File: src/design/pkt_regs_consts.svh
// offsets, field positions and reset values of the packet store register bank
`ifndef PKT_REGS_CONSTS_SVH
`define PKT_REGS_CONSTS_SVH
`define OFF_REQ_INFO 32'h0000_0000
`define OFF_STORE_CTRL 32'h0000_0004
`define RQ_TID_HI 31
`define RQ_TID_LO 24
`define RQ_PRIO_HI 18
`define RQ_PRIO_LO 17
`define RQ_CRF_BIT 16
`define RQ_DEST_HI 15
`define RQ_DEST_LO 0
`define RST_TID 8'h00
`define RST_PRIO 2'h1
`define RST_CRF 1'h0
`define RST_DEST 16'h0000
`define SC_RXFC_ONLY_BIT 31
`define SC_UNIFIED_BIT 30
`define SC_TXFC_LIVE_BIT 29
`define SC_REORDER_BIT 28
`define SC_TXSIZE_HI 26
`define SC_TXSIZE_LO 16
`define SC_FORCE_RXFC_BIT 15
`define SC_RXSIZE_HI 7
`define SC_RXSIZE_LO 0
`endif

File: src/design/pkt_regs_pkg.sv
// types shared by the packet store register bank
`default_nettype none
package pkt_regs_pkg;
    typedef struct packed {
        logic [7:0] tid;
        logic [1:0] prio;
        logic crf;
        logic [15:0] dest;
    } req_hdr_t;
    typedef struct packed {
        logic wr;
        logic rd;
        logic [31:0] addr;
        logic [31:0] wdata;
    } cfg_req_t;
endpackage
`default_nettype wire

File: src/design/req_info_store.sv
// maintenance request header store with auto-increment of transaction id
`default_nettype none
`include "pkt_regs_consts.svh"
module req_info_store
    import pkt_regs_pkg::*;
#(
    parameter bit CRF_SUPPORT = 1'b1
)
(
    input wire logic clk,
    input wire logic nrst,
    input wire logic wr,
    input wire logic [31:0] wdata,
    input wire logic sent,
    output req_hdr_t hdr
);
    req_hdr_t next_hdr;

    always_comb
    begin
        next_hdr = hdr;
        if (wr)
        begin
            next_hdr.tid = wdata[`RQ_TID_HI:`RQ_TID_LO];
            next_hdr.prio = wdata[`RQ_PRIO_HI:`RQ_PRIO_LO];
            if (CRF_SUPPORT)
            begin
                next_hdr.crf = wdata[`RQ_CRF_BIT];
            end
            next_hdr.dest = wdata[`RQ_DEST_HI:`RQ_DEST_LO];
        end
        // a request sent in the write cycle still bumps the written id
        if (sent)
        begin
            next_hdr.tid = next_hdr.tid + 8'h01;
        end
    end

    always_ff @(posedge clk)
    begin
        if (!nrst)
        begin
            hdr <= '{tid: `RST_TID, prio: `RST_PRIO, crf: `RST_CRF, dest: `RST_DEST};
        end
        else
        begin
            hdr <= next_hdr;
        end
    end
endmodule
`default_nettype wire

File: src/design/pkt_store_regs.sv
// packet store control register and maintenance request header register
`default_nettype none
`include "pkt_regs_consts.svh"
module pkt_store_regs
    import pkt_regs_pkg::*;
#(
    parameter bit RXFC_ONLY = 1'b0,
    parameter bit UNIFIED_CLK = 1'b0,
    parameter bit TX_REORDER = 1'b0,
    parameter bit CRF_SUPPORT = 1'b1,
    parameter logic [10:0] TX_DEPTH = 11'h010,
    parameter logic [7:0] RX_DEPTH = 8'h10
)
(
    input wire logic clk,
    input wire logic nrst,
    // buffer-space configuration port
    input wire cfg_req_t buf_req,
    output logic [31:0] buf_rdata,
    output logic buf_rvalid,
    // maintenance path, from local maintenance port or link partner only
    input wire cfg_req_t maint_req,
    output logic [31:0] maint_rdata,
    output logic maint_rvalid,
    // one pulse per maintenance request sent
    input wire logic maint_sent,
    output req_hdr_t maint_hdr,
    output logic txfc_active
);
    // ****************************************
    // store control register
    // ****************************************
    logic force_rxfc;
    logic next_force_rxfc;
    logic [31:0] next_buf_rdata;
    logic next_buf_rvalid;

    function automatic logic hit(input cfg_req_t r, input logic [31:0] off);
        hit = r.addr == off;
    endfunction

    always_comb
    begin
        next_force_rxfc = force_rxfc;
        if (buf_req.wr && hit(buf_req, `OFF_STORE_CTRL) && !RXFC_ONLY)
        begin
            next_force_rxfc = buf_req.wdata[`SC_FORCE_RXFC_BIT];
        end
    end

    assign txfc_active = !RXFC_ONLY && !force_rxfc;

    always_comb
    begin
        next_buf_rdata = 32'h0000_0000;
        next_buf_rvalid = buf_req.rd;
        if (buf_req.rd && hit(buf_req, `OFF_STORE_CTRL))
        begin
            next_buf_rdata[`SC_RXFC_ONLY_BIT] = RXFC_ONLY;
            next_buf_rdata[`SC_UNIFIED_BIT] = UNIFIED_CLK;
            next_buf_rdata[`SC_TXFC_LIVE_BIT] = txfc_active;
            next_buf_rdata[`SC_REORDER_BIT] = TX_REORDER;
            next_buf_rdata[`SC_TXSIZE_HI:`SC_TXSIZE_LO] = TX_DEPTH;
            next_buf_rdata[`SC_FORCE_RXFC_BIT] = force_rxfc;
            next_buf_rdata[`SC_RXSIZE_HI:`SC_RXSIZE_LO] = RX_DEPTH;
        end
    end

    always_ff @(posedge clk)
    begin
        if (!nrst)
        begin
            force_rxfc <= RXFC_ONLY;
        end
        else
        begin
            force_rxfc <= next_force_rxfc;
        end
    end

    always_ff @(posedge clk)
    begin
        if (!nrst)
        begin
            buf_rdata <= 32'h0000_0000;
            buf_rvalid <= 1'b0;
        end
        else
        begin
            buf_rdata <= next_buf_rdata;
            buf_rvalid <= next_buf_rvalid;
        end
    end

    // ****************************************
    // maintenance request info register
    // ****************************************
    logic info_wr;
    logic [31:0] next_maint_rdata;
    logic next_maint_rvalid;

    // only the maintenance path decodes this register
    assign info_wr = maint_req.wr && hit(maint_req, `OFF_REQ_INFO);

    req_info_store #(.CRF_SUPPORT(CRF_SUPPORT)) u_info
    (
        .clk(clk),
        .nrst(nrst),
        .wr(info_wr),
        .wdata(maint_req.wdata),
        .sent(maint_sent),
        .hdr(maint_hdr)
    );

    always_comb
    begin
        next_maint_rdata = 32'h0000_0000;
        next_maint_rvalid = maint_req.rd;
        if (maint_req.rd && hit(maint_req, `OFF_REQ_INFO))
        begin
            next_maint_rdata[`RQ_TID_HI:`RQ_TID_LO] = maint_hdr.tid;
            next_maint_rdata[`RQ_PRIO_HI:`RQ_PRIO_LO] = maint_hdr.prio;
            next_maint_rdata[`RQ_CRF_BIT] = maint_hdr.crf;
            next_maint_rdata[`RQ_DEST_HI:`RQ_DEST_LO] = maint_hdr.dest;
        end
    end

    always_ff @(posedge clk)
    begin
        if (!nrst)
        begin
            maint_rdata <= 32'h0000_0000;
            maint_rvalid <= 1'b0;
        end
        else
        begin
            maint_rdata <= next_maint_rdata;
            maint_rvalid <= next_maint_rvalid;
        end
    end
endmodule
`default_nettype wire

File: config.mk
export PLATFORM = sky130hd
export DESIGN_NAME = pkt_store_regs
export DESIGN_NICKNAME = d
export VERILOG_FILES = /design/src/design/pkt_regs_pkg.sv /design/src/design/req_info_store.sv /design/src/design/pkt_store_regs.sv
export VERILOG_INCLUDE_DIRS = /design/src /design/src/design
export SDC_FILE = /design/constraint.sdc
export NUM_CORES = 1
export LEC_CHECK = 0
export BUFFER_PORTS_ARGS = -buffer_cell sky130_fd_sc_hd__buf_4
export CAP_MARGIN = 20
export CORE_MARGIN = 2
export CORE_UTILIZATION = 35
export CTS_CLUSTER_DIAMETER = 60
export DETAILED_ROUTE_END_ITERATION = 12
export GPL_ROUTABILITY_DRIVEN = 0
export GPL_TIMING_DRIVEN = 0
export PLACE_DENSITY = 0.76
export SYNTH_ARGS = -nofsm -noshare
export SYNTH_HDL_FRONTEND = slang
export SYNTH_SLANG_ARGS = --single-unit
File: constraint.sdc
create_clock -name clk -period 1.35 [get_ports clk]
set_input_delay 0.2025 -clock clk [delete_from_list [all_inputs] [get_ports clk]]
set_output_delay 0.2025 -clock clk [all_outputs]
set_load 0.01 [all_outputs]
# Yosys cells after proc, flatten, opt, wreduce, memory -nomap -nowiden
# Cells that the tools add are included.
[totals]
word_cells = 26
register_bits = 94
out_inout_bits = 94
input_bits = 135
[op_classes]
reduce_logical = 8
add_sub_neg = 1
muxes = 4
n_eq_ne = 1
[ops]
columns = ["op", "n"]
rows = [
  ["$eq A32 B3 Y1 const B", 1],
  ["$logic_not A32 Y1", 1],
  ["$mux W27", 1],
  ["$add A8 B1 Y8 const B", 1],
  ["$mux W8", 1],
  ["$mux W6", 1],
  ["$mux W5", 1],
  ["$logic_and A1 B1 Y1", 4],
  ["$reduce_and A2 Y1", 2],
  ["$logic_not A1 Y1", 1],
]

# Logic depth before layout (Yosys ltp)
# Gate-level depths: netlist (run 1).
[depth]
ltp_word = 5
mapped_depth = 6
mapped_depth_nobuf = 4

# Hierarchy
# From an unflattened synthesis (run 1), not the netlist that was laid out.
[hier_totals]
cells_unflattened = 245
hier_area_um2 = 2531.2
[by_module_without_submodules]
columns = ["module", "instances", "area_per_inst_um2", "seq_area_each_um2", "cells_each"]
rows = [
  ["pkt_store_regs", 1, 1345.0, 660.6, 131],
  ["req_info_store", 1, 1186.1, 540.5, 114],
]

# Least setup slack after synthesis (run 1)
# Ideal clock, no wire load.
[synth_timing]
kind = "register -> register"
from = "register u_info.hdr[19] in the netlist's numbering"
to = "register u_info.hdr[24] in the netlist's numbering"
arrival_ns = 1.264
setup_time_ns = 0.143
period_less_slack_ns = 1.408
t_required_ns = 1.207
slack_ns = -0.058
n_path_buf = 0
stages_incl_launch_ff = 5
cell_sequence = "dfxtp_1 > nand4_1 > o21a_1 > a311oi_1 > a311oi_1"
[synth_via]
elab_chain_len = 3
[synth_rtl]
columns = ["element", "line_no", "source"]
rows = [
  ["start, declared", "req_info_store.sv:15", "output req_hdr_t hdr"],
  ["start signal, assigned", "req_info_store.sv:43", "hdr <= '{tid: `RST_TID, prio: `RST_PRIO, crf: `RST_CRF, dest: `RST_DEST};"],
  ["start signal, assigned", "req_info_store.sv:47", "hdr <= next_hdr;"],
  ["$mux W27", "req_info_store.sv:22", "if (wr)"],
  ["$add A8 B1 Y8", "req_info_store.sv:35", "next_hdr.tid = next_hdr.tid + 8'h01;"],
  ["$mux W8", "req_info_store.sv:33", "if (sent)"],
]
# No other way between the ends.
# A chain may end at the register's enable or synchronous reset.

# Final worst setup path (run 1)
[layout_timing]
from = "register u_info.hdr[21] in the netlist's numbering"
to = "register u_info.hdr[23] in the netlist's numbering"
# Same word-level chain as after synthesis.

==> impl_metrics.env, run 1 <==
export IMPL_grt_overflow=0
export IMPL_synth_top_area_cell="dfxtp_1"
export IMPL_wl_um=8353
export IMPL_rsz0062_at_grt="yes"
export IMPL_crit_arrival_ns=1.49
export IMPL_finalHoldViolCount=0
export IMPL_area_growth_pct=63.20
export IMPL_hold_ws_ns=0.1229
export IMPL_fp_row_count=32
export IMPL_synth_area_leaders="dfxtp_1 (43%), buf_4 (9.7%), and2_1 (5.8%)"
export IMPL_drtAntennaViolNets=0
export IMPL_max_slew_worst_pin_slew_ns=0.5266
export IMPL_num_vias=2903
export IMPL_critPathKind="reg2reg"
export IMPL_layout_commonest_cell="buf_4"
export IMPL_holdCritPathClass="in2reg"
export IMPL_finalClockSkew_ns=0.009554
export IMPL_setup_viol=0
export IMPL_first_pass_iters=4
export IMPL_detail_route_iter0_violations=193
export IMPL_vdd_drop_max_mv=0.5017
export IMPL_final_cell_mix="buf_4 (196), dfxtp_1 (57), conb_1 (33), and2_1 (26), nand4_1 (25)"
export IMPL_slew_headroom_pct=64.89
export IMPL_endpoint_kind="flop"
export IMPL_core_um2=7727
export IMPL_seq_area_frac_synth_pct=43.09
export IMPL_fp_dieW_um=93.25
export IMPL_clk_pin_slew_ns=0.07
export IMPL_antenna_cells=0
export IMPL_start_kind="flop"
export IMPL_path_buf_inv=1
export IMPL_ys_warn_count=0
export IMPL_clk_latency_ns=0.34
export IMPL_avgSynthCellArea_um2=9.386
export IMPL_synth_top_area_share_pct=43.09
export IMPL_path_cells="nand4_1 > buf_6 > o21a_1 > a311oi_2 > a311oi_1"
export IMPL_grt_max_degree=11
export IMPL_drc=0
export IMPL_timing_final_crit_share_pct=96.41
export IMPL_io_buffers=156
export IMPL_instances_no_fill=607
export IMPL_grt_pass1_vias=2699
export IMPL_synth_edf_count=0
export IMPL_grt_pass1_wl_um=12880
export IMPL_synth_distinct_cells=34
export IMPL_h_tree_depth=3
export IMPL_start_util_pct=36.08
export IMPL_fin_util_pct=58.87
export IMPL_root_buffer="clkbuf_8"
export IMPL_drv_slew=0
export IMPL_outcome="finished clean"
export IMPL_setup_tns_ns=0
export IMPL_syn_cell_area_um2=2788
export IMPL_antenna_found_initial=0
export IMPL_cts_max_path_buffers=2
export IMPL_drive_above_1_share_pct=48.12
export IMPL_dp_cells=587
export IMPL_maxCapViolCount=0
export IMPL_finalWorstSetupSlack_ns=0.04844
export IMPL_max_stage_delay_ns=0.36
export IMPL_die_area_um2=8695
export IMPL_crit_fanout=9
export IMPL_grt_usage_pct=18.71
export IMPL_die_y_um=93.25
export IMPL_post_place_ws_ns=-0.5991
export IMPL_numClockSinks=60
export IMPL_max_freq_mhz=768.3
export IMPL_viasPerCell=4.783
export IMPL_critical_path_slowest_cell="dfxtp_2"
export IMPL_cp_required_ns=1.54
export IMPL_synth_seq_cells=60
export IMPL_wl_per_cell_um=13.76
export IMPL_syn_inst=297
export IMPL_synthFlopType="dfxtp_1"
export IMPL_period_minus_slack_ns=1.302
export IMPL_holdBufCountCts=0
export IMPL_cts_tree="built"
export IMPL_path_delay_family="compound AO/OA/AOI/OAI gates"
export IMPL_numCtsBuffers=9
export IMPL_dp_hpwl_um=6626
export IMPL_io_pins=229
export IMPL_async_reset_ff_share_pct=0
export IMPL_p_leak_uw=0.002039
export IMPL_powerDensity_nw_per_um2=809.9
export IMPL_nets=635
-- power by group --
group          internal, µW  switching (µW)
registers              1780            9.06
clock network           710             687
logic                   289             212
total                  2780             907
-- Yosys cell counts (2+ instances only) --
| cell type | instances |
|---|---|
| clkbuf_1 | 12 |
| a311oi_1 | 10 |
| nand3b_1 | 4 |
| a31oi_1 | 4 |
| buf_4 | 36 |
| nor3_1 | 7 |
| nor2_1 | 3 |
| inv_1 | 7 |
| nand3_1 | 3 |
| and2_1 | 26 |
| buf_2 | 7 |
| nor4_1 | 11 |
| nand4_1 | 25 |
| xor2_1 | 2 |
| a21oi_1 | 19 |
| xnor2_1 | 8 |
| dfxtp_1 | 60 |
| nor4_2 | 8 |
| nand2_1 | 7 |
| and4_1 | 4 |
| o21a_1 | 4 |
| o31ai_1 | 18 |
-- sequential cells by signal, summed over array words and instances (netlist names) --
name / cells
buf_rvalid: 1
maint_rvalid: 1
maint_rdata: 27
force_rxfc: 1
buf_rdata: 3
u_info.hdr: 27
-- layer usage --
metal  up-vias  part of all wire, %  wire (µm)  global-route usage (%)
met2       144                   50       4151                   32.13
met3        14                  8.1        679                   4.593
met1      1304                   40       3363                   22.38
li1       1441                    -          -                       -
met4         0                  1.9        159                   7.353
met5         -                    0          0                       0
-- worst reg2reg max path: stages (launching register included) --
cell      delay [ns]
dfxtp_2         0.36
nand4_1         0.12
buf_6           0.16
o21a_1          0.18
a311oi_2        0.26
a311oi_1        0.08
-- path summary, 6_finish.rpt --
check	start	endpoint	slack (ns)	cells past startpoint
max	u_info.hdr[21]$_SDFF_PN0_	u_info.hdr[23]$_SDFF_PN0_	0.05	5
min	buf_req[64]	buf_rvalid$_SDFF_PN0_	0.12	3
max reg2reg	u_info.hdr[21]$_SDFF_PN0_	u_info.hdr[23]$_SDFF_PN0_	0.05	5
min reg2reg	force_rxfc$_SDFFE_PN0P_	buf_rdata[29]$_SDFF_PN0_	0.42	1
-- through the flow --
stage | total power (µW) | area, µm²
finish | 3685 | 4549
global route | 3840 | 4549
CTS | 3700 | 4483
detailed placement | 2317 | 4274
global placement | 2308 | 4274
floorplan | 2038 | 2975
-- cells by family (layout without fill, tap and decap cells) --
kind of cell | Yosys count | after routing | share of synthesized area (%)
buffers and inverters | 64 | 240 | 14.05
xor gates and xnor gates | 10 | 10 | 3.142
AOI/OAI and AO/OA | 60 | 60 | 15.04
and+or+nand+nor | 102 | 102 | 24.55
other | 1 | 33 | 0.1345
DFF | 60 | 60 | 43.09
-- timing repair --
item,CTS,global route
resized for setup,1,20
setup buffers,4,0
setup endpoints to repair,46,36
pin swaps,3,4
-- cell type report --
cell class	count	area [µm²]
buffer	56	409.1
clock buffer	12	145.1
clock inverter	4	25.02
fill	691	3178
inverter	8	30.03
multi-input combinational	205	1398
sequential	60	1210
tap	102	127.6
timing repair buffer	160	1205
Note: power is estimated with default switching activity, not from simulation.
==> run 2: changes to the inputs <==
--- a/config.mk
+++ b/config.mk
@@ -12,7 +12,6 @@
 export CORE_UTILIZATION = 35
 export CTS_CLUSTER_DIAMETER = 60
 export DETAILED_ROUTE_END_ITERATION = 12
-export GPL_ROUTABILITY_DRIVEN = 0
 export GPL_TIMING_DRIVEN = 0
 export PLACE_DENSITY = 0.76
 export SYNTH_ARGS = -nofsm -noshare
==> constraint.sdc (replaced) <==
create_clock -name clk -period 1.35 [get_ports clk]
set_input_delay 0.2025 -clock clk [delete_from_list [all_inputs] [get_ports clk]]
set_output_delay 0.2025 -clock clk [all_outputs]
set_load 0.05 [all_outputs]
==> impl_metrics.env, run 2 (synthesized netlist as in run 1, its figures left out) <==
export IMPL_timing_final_crit_share_pct=98.69
export IMPL_die_area_um2=8695
export IMPL_pwr_share_seq_pct=45.7
export IMPL_intPower_uw=2819
export IMPL_clk_latency_ns=0.34
export IMPL_fp_row_count=32
export IMPL_cts_tree="built"
export IMPL_grt_pass1_vias=2652
export IMPL_slew_headroom_pct=63.02
export IMPL_path_buf_inv=3
export IMPL_crit_fanout=10
export IMPL_gp_congestion=0.7884
export IMPL_critical_path_slowest_cell="nor4_4"
export IMPL_finalWorstSetupSlack_ns=0.01774
export IMPL_h_tree_depth=3
export IMPL_period_minus_slack_ns=1.332
export IMPL_endpoint_kind="flop"
export IMPL_final_cell_mix="buf_4 (196), dfxtp_1 (53), conb_1 (33), and2_1 (26), nand4_1 (25)"
export IMPL_grt_max_degree=11
export IMPL_start_kind="input port"
export IMPL_layout_commonest_cell="buf_4"
export IMPL_comb_power_share_pct=17.7
export IMPL_fp_dieW_um=93.25
export IMPL_start_util_pct=36.08
export IMPL_grt_pass1_wl_um=12440
export IMPL_drtAntennaViolNets=0
export IMPL_vdd_drop_max_mv=0.4353
export IMPL_path_delay_family="simple AND/OR/NAND/NOR gates"
export IMPL_die_y_um=93.25
export IMPL_drive_above_1_share_pct=48.71
export IMPL_drc=0
export IMPL_switching_share_pct=27.80
export IMPL_setup_tns_ns=0
export IMPL_setup_viol=0
export IMPL_numCtsBuffers=9
export IMPL_cts_max_path_buffers=2
export IMPL_outcome="finished clean"
export IMPL_clk_pin_slew_ns=0.06
export IMPL_core_um2=7727
export IMPL_path_cells="buf_4 > nor4_4 > and4_1 > buf_6 > buf_6 > a31oi_1 > a311oi_2"
export IMPL_wl_per_cell_um=13.89
export IMPL_post_route_cell_area_um2=4516
export IMPL_critPathKind="in2reg"
export IMPL_finalHoldViolCount=0
export IMPL_io_pins=229
export IMPL_place_area_um2=4269
export IMPL_maxCapViolCount=0
export IMPL_dp_hpwl_um=6696
export IMPL_busiest_layer="met2"
export IMPL_use_met1_pct=23.07
export IMPL_drv_slew=0
export IMPL_crit_top_cell="buf_6"
export IMPL_p_leak_uw=0.002031
export IMPL_max_stage_delay_ns=0.35
export IMPL_crit_arrival_ns=1.58
export IMPL_cp_required_ns=1.60
export IMPL_wl_um=8406
export IMPL_nets=634
export IMPL_first_pass_iters=4
export IMPL_numClockSinks=60
export IMPL_dp_cells=587
export IMPL_root_buffer="clkbuf_8"
export IMPL_rsz0062_at_grt="yes"
export IMPL_antenna_found_initial=0
export IMPL_grt_usage_pct=18.37
export IMPL_max_slew_worst_pin_slew_ns=0.5548
export IMPL_max_freq_mhz=750.6
export IMPL_biggestRegsByFlops="maint_rdata (27), u_info.hdr (27), buf_rdata (3)"
export IMPL_power_clock_fraction_pct=36.6
export IMPL_fin_util_pct=58.44
export IMPL_instances_no_fill=605
export IMPL_finalClockSkew_ns=0.009733
export IMPL_grt_overflow=0
export IMPL_antenna_cells=0
export IMPL_grtUsageMet2_pct=29.86
export IMPL_gr_usage_met3_pct=4.674
export IMPL_num_vias=2901
export IMPL_powerDensity_nw_per_um2=864.8
export IMPL_fill_cells=676
export IMPL_post_place_ws_ns=-0.4937
export IMPL_io_buffers=156
export IMPL_area_growth_pct=61.98
export IMPL_viasPerCell=4.795
export IMPL_detail_route_iter0_violations=126
export IMPL_switchingPower_uw=1086
export IMPL_holdCritPathClass="in2reg"
-- run 2: changes by cell type in the layout (fill, tap and decap cells not counted), sizes merged --
cell	previous run	this run
buf	205	206
clkbuf	23	20
clkinvlp	2	1
inv	7	8
-- run 2: metrics by stage --
step / hold WS, ns / total power [µW]
2_1_floorplan: 0.3492 / 2223
3_3_place_gp: 0.4091 / 2495
3_5_place_dp: 0.4234 / 2504
4_1_cts: 0.1171 / 3913
5_1_grt: 0.1184 / 4053
6_report: 0.1247 / 3905
-- run 2: tightest hold or removal path, stage by stage --
cell and delay, ns:
buf_4 0.11, nand4_1 0.05, a21oi_1 0.05
-- run 2: power by group through the flow --
stage | Sequential, µW | Clock, µW | Combinational (µW)
floorplan | 1850 | 0 | 370
CTS | 1790 | 1450 | 682
detailed placement | 1820 | 0 | 680
global route | 1790 | 1540 | 726
global placement | 1820 | 0 | 671
finish | 1780 | 1430 | 691
-- run 2: worst paths after layout --
| kind | from | endpoint | slack, ns | depth (start not counted) |
|---|---|---|---|---|
| hold reg to reg | force_rxfc$_SDFFE_PN0P_ | buf_rdata[29]$_SDFF_PN0_ | 0.43 | 1 |
| hold / removal | maint_req[7] | u_info.hdr[7]$_SDFFE_PN0N_ | 0.12 | 3 |
| setup / recovery | maint_req[62] | u_info.hdr[22]$_SDFF_PN0_ | 0.02 | 7 |
| setup reg to reg | u_info.hdr[19]$_SDFF_PN0_ | u_info.hdr[23]$_SDFF_PN0_ | 0.06 | 5 |
-- run 2: final cells by class --
class / count / area [µm²] / area share (%)
Sequential cell: 60 / 1217 / 26.96
Buffer: 55 / 376.6 / 8.340
Inverter: 8 / 30.03 / 0.6650
Timing Repair Buffer: 160 / 1201 / 26.60
Multi-Input combinational cell: 205 / 1388 / 30.73
Clock inverter: 4 / 23.77 / 0.5265
Tap cell: 102 / 127.6 / 2.826
Clock buffer: 11 / 151.4 / 3.353
-- run 2: routing by layer --
metal	up-vias	wire, µm
met3	19	813
met4	0	180
met1	1281	3381
li1	1435	-
met2	166	4030
met5	-	0
-- run 2: what timing repair did --
action,CTS,global route
setup buffers,3,1
pin swaps,3,3
hold buffers,0,0
endpoints found under the setup margin,46,41
gates resized for setup,2,11
==> run 3: changes to the inputs <==
--- a/config.mk
+++ b/config.mk
@@ -8,7 +8,7 @@
 export LEC_CHECK = 0
 export BUFFER_PORTS_ARGS = -buffer_cell sky130_fd_sc_hd__buf_4
 export CAP_MARGIN = 20
-export CORE_MARGIN = 2
+export CORE_MARGIN = 1.5
 export CORE_UTILIZATION = 35
 export CTS_CLUSTER_DIAMETER = 60
 export DETAILED_ROUTE_END_ITERATION = 12
==> constraint.sdc (replaced) <==
create_clock -name clk -period 1.1 [get_ports clk]
set_input_delay 0.165 -clock clk [delete_from_list [all_inputs] [get_ports clk]]
set_output_delay 0.165 -clock clk [all_outputs]
set_load 0.05 [all_outputs]
==> impl_metrics.env, run 3 (synthesized netlist as in run 1, its figures left out) <==
export IMPL_cp_endpoint="u_info.hdr[25]$_SDFF_PN0_"
export IMPL_max_freq_mhz=768.8
export IMPL_h_tree_depth=3
export IMPL_holdCritPathClass="in2reg"
export IMPL_multi_input_area_um2=1717
export IMPL_path_cells="nand4_1 > buf_6 > o21a_1 > a311oi_1 > a311oi_1"
export IMPL_vdd_drop_max_mv=0.5670
export IMPL_area_growth_pct=91.61
export IMPL_violations="setup timing"
export IMPL_critical_path_slowest_cell="dfxtp_4"
export IMPL_die_y_um=92.25
export IMPL_hold_ws_ns=0.06280
export IMPL_fp_row_count=32
export IMPL_viasPerCell=4.921
export IMPL_wl_per_cell_um=15.39
export IMPL_cp_depth=5
export IMPL_maxCapViolCount=0
export IMPL_rsz0062_at_grt="yes"
export IMPL_grt_pass1_wl_um=14200
export IMPL_fp_dieW_um=92.25
export IMPL_powerDensity_nw_per_um2=965.7
export IMPL_gp_congestion=0.8102
export IMPL_antenna_found_initial=0
export IMPL_setup_viol=55
export IMPL_clk_pin_slew_ns=0.08
export IMPL_biggestRegsByFlops="maint_rdata (27), u_info.hdr (27), buf_rdata (3)"
export IMPL_p_leak_uw=0.002294
export IMPL_max_slew_worst_pin_slew_ns=0.5554
export IMPL_grt_usage_pct=21.31
export IMPL_drc=0
export IMPL_first_pass_iters=4
export IMPL_cts_max_path_buffers=2
export IMPL_grt_overflow=0
export IMPL_rrSetupSlack_ns=-0.20
export IMPL_io_pins=229
export IMPL_crit_fanout=9
export IMPL_clk_latency_ns=0.36
export IMPL_detail_route_iter0_violations=113
export IMPL_switchingPower_uw=1470
export IMPL_intPower_uw=3688
export IMPL_crit_top_cell="a311oi_1"
export IMPL_drv_slew=0
export IMPL_slew_headroom_pct=62.97
export IMPL_die_area_um2=8509
export IMPL_period_minus_slack_ns=1.301
export IMPL_timing_final_crit_share_pct=118.2
export IMPL_grt_max_degree=12
export IMPL_total_power_uw=5158
export IMPL_crit_arrival_ns=1.51
export IMPL_layout_commonest_cell="buf_4"
export IMPL_power_clock_fraction_pct=39.5
export IMPL_drtAntennaViolNets=0
export IMPL_root_buffer="clkbuf_8"
export IMPL_numClockSinks=60
export IMPL_path_delay_family="compound AO/OA/AOI/OAI gates"
export IMPL_numCtsBuffers=9
export IMPL_reg2reg_depth=5
export IMPL_endpoint_kind="flop"
export IMPL_max_stage_delay_ns=0.36
export IMPL_outcome="finished with violations"
export IMPL_pwr_share_seq_pct=42.3
export IMPL_start_util_pct=36.08
export IMPL_cp_required_ns=1.30
export IMPL_num_vias=3061
export IMPL_cp_startpoint="u_info.hdr[21]$_SDFF_PN0_"
export IMPL_regArea_um2=1245
export IMPL_critPathKind="reg2reg"
export IMPL_switching_share_pct=28.50
export IMPL_grt_pass1_vias=2963
export IMPL_finalWorstSetupSlack_ns=-0.2007
export IMPL_nets=650
export IMPL_comb_power_share_pct=18.2
export IMPL_finalHoldViolCount=0
export IMPL_cts_tree="built"
export IMPL_wl_um=9572
export IMPL_core_um2=7727
export IMPL_io_buffers=156
export IMPL_path_buf_inv=1
export IMPL_antenna_cells=0
export IMPL_r2r_end="u_info.hdr[25]$_SDFF_PN0_"
export IMPL_drive_above_1_share_pct=62.12
export IMPL_final_cell_mix="buf_4 (154), buf_6 (57), conb_1 (33), dfxtp_1 (33), nand4_1 (25)"
export IMPL_start_kind="flop"
export IMPL_finalClockSkew_ns=0.01118
export IMPL_dp_hpwl_um=6639
export IMPL_fill_cells=594
export IMPL_timing_rr_start="u_info.hdr[21]$_SDFF_PN0_"
## run 3: power groups by stage
stage | logic, µW | clock network [µW] | registers [µW]
3_5_place_dp | 851 | 0 | 2240
6_report | 939 | 2040 | 2180
5_1_grt | 992 | 2140 | 2180
3_3_place_gp | 837 | 0 | 2240
2_1_floorplan | 458 | 0 | 2270
4_1_cts | 893 | 2030 | 2190
## run 3: worst min path at each step
| stage | start | to | cells after the start |
|---|---|---|---|
| final | maint_req[9] | u_info.hdr[9]$_SDFFE_PN0N_ | 3 |
| after global routing | maint_req[9] | u_info.hdr[9]$_SDFFE_PN0N_ | 3 |
| after CTS | buf_req[64] | buf_rvalid$_SDFF_PN0_ | 3 |
| after detailed placement | force_rxfc$_SDFFE_PN0P_ | buf_rdata[29]$_SDFF_PN0_ | 1 |
| after global placement | force_rxfc$_SDFFE_PN0P_ | buf_rdata[29]$_SDFF_PN0_ | 1 |
| after floorplan | buf_req[64] | buf_rvalid$_SDFF_PN0_ | 2 |
## run 3: per-stage QoR
step	std cells	util, %	setup WS (ns)	cell area (µm²)	TNS [ns]
final	622	69.12	-0.2007	5341	-5.161
after global routing	622	69.12	-0.2848	5341	-9.302
after CTS	617	65.80	-0.1409	5085	-4.518
after detailed placement	587	56.20	-0.7461	4343	-34.05
after global placement	587	56.20	-0.7341	4343	-32.84
after floorplan	329	-	-0.2717	3044	-10.43
## run 3: metal layers
layer  global-route usage, %  wire length (µm)
met4                   11.41               276
met1                   24.81              3709
met5                       0                 0
met2                   36.73              5008
met3                   4.063               578
## run 3: timing repair
| action | in CTS | in global routing |
|---|---|---|
| buffers inserted | 10 | 6 |
| setup endpoints to repair | 68 | 70 |
| resized for setup | 105 | 57 |
| pin swaps | 35 | 27 |
| hold buffers | 0 | 0 |
| cloned | 5 | 0 |
## run 3: area by class of cell
class | count | share of cell area (%)
Buffer | 55 | 8.761
Clock inverter | 6 | 1.195
Sequential cell | 60 | 23.31
Multi-Input combinational cell | 205 | 32.14
Tap cell | 102 | 2.389
Timing Repair Buffer | 176 | 29.07
Inverter | 8 | 0.5622
Clock buffer | 10 | 2.577
## run 3: worst reg2reg max path, delay by kind of cell, from the launching register on
kind / cells / cell delay [ns]
AOI/OAI and AO/OA: 3 / 0.53
buffers and inverters: 1 / 0.16
DFF: 1 / 0.36
and+or+nand+nor: 1 / 0.11
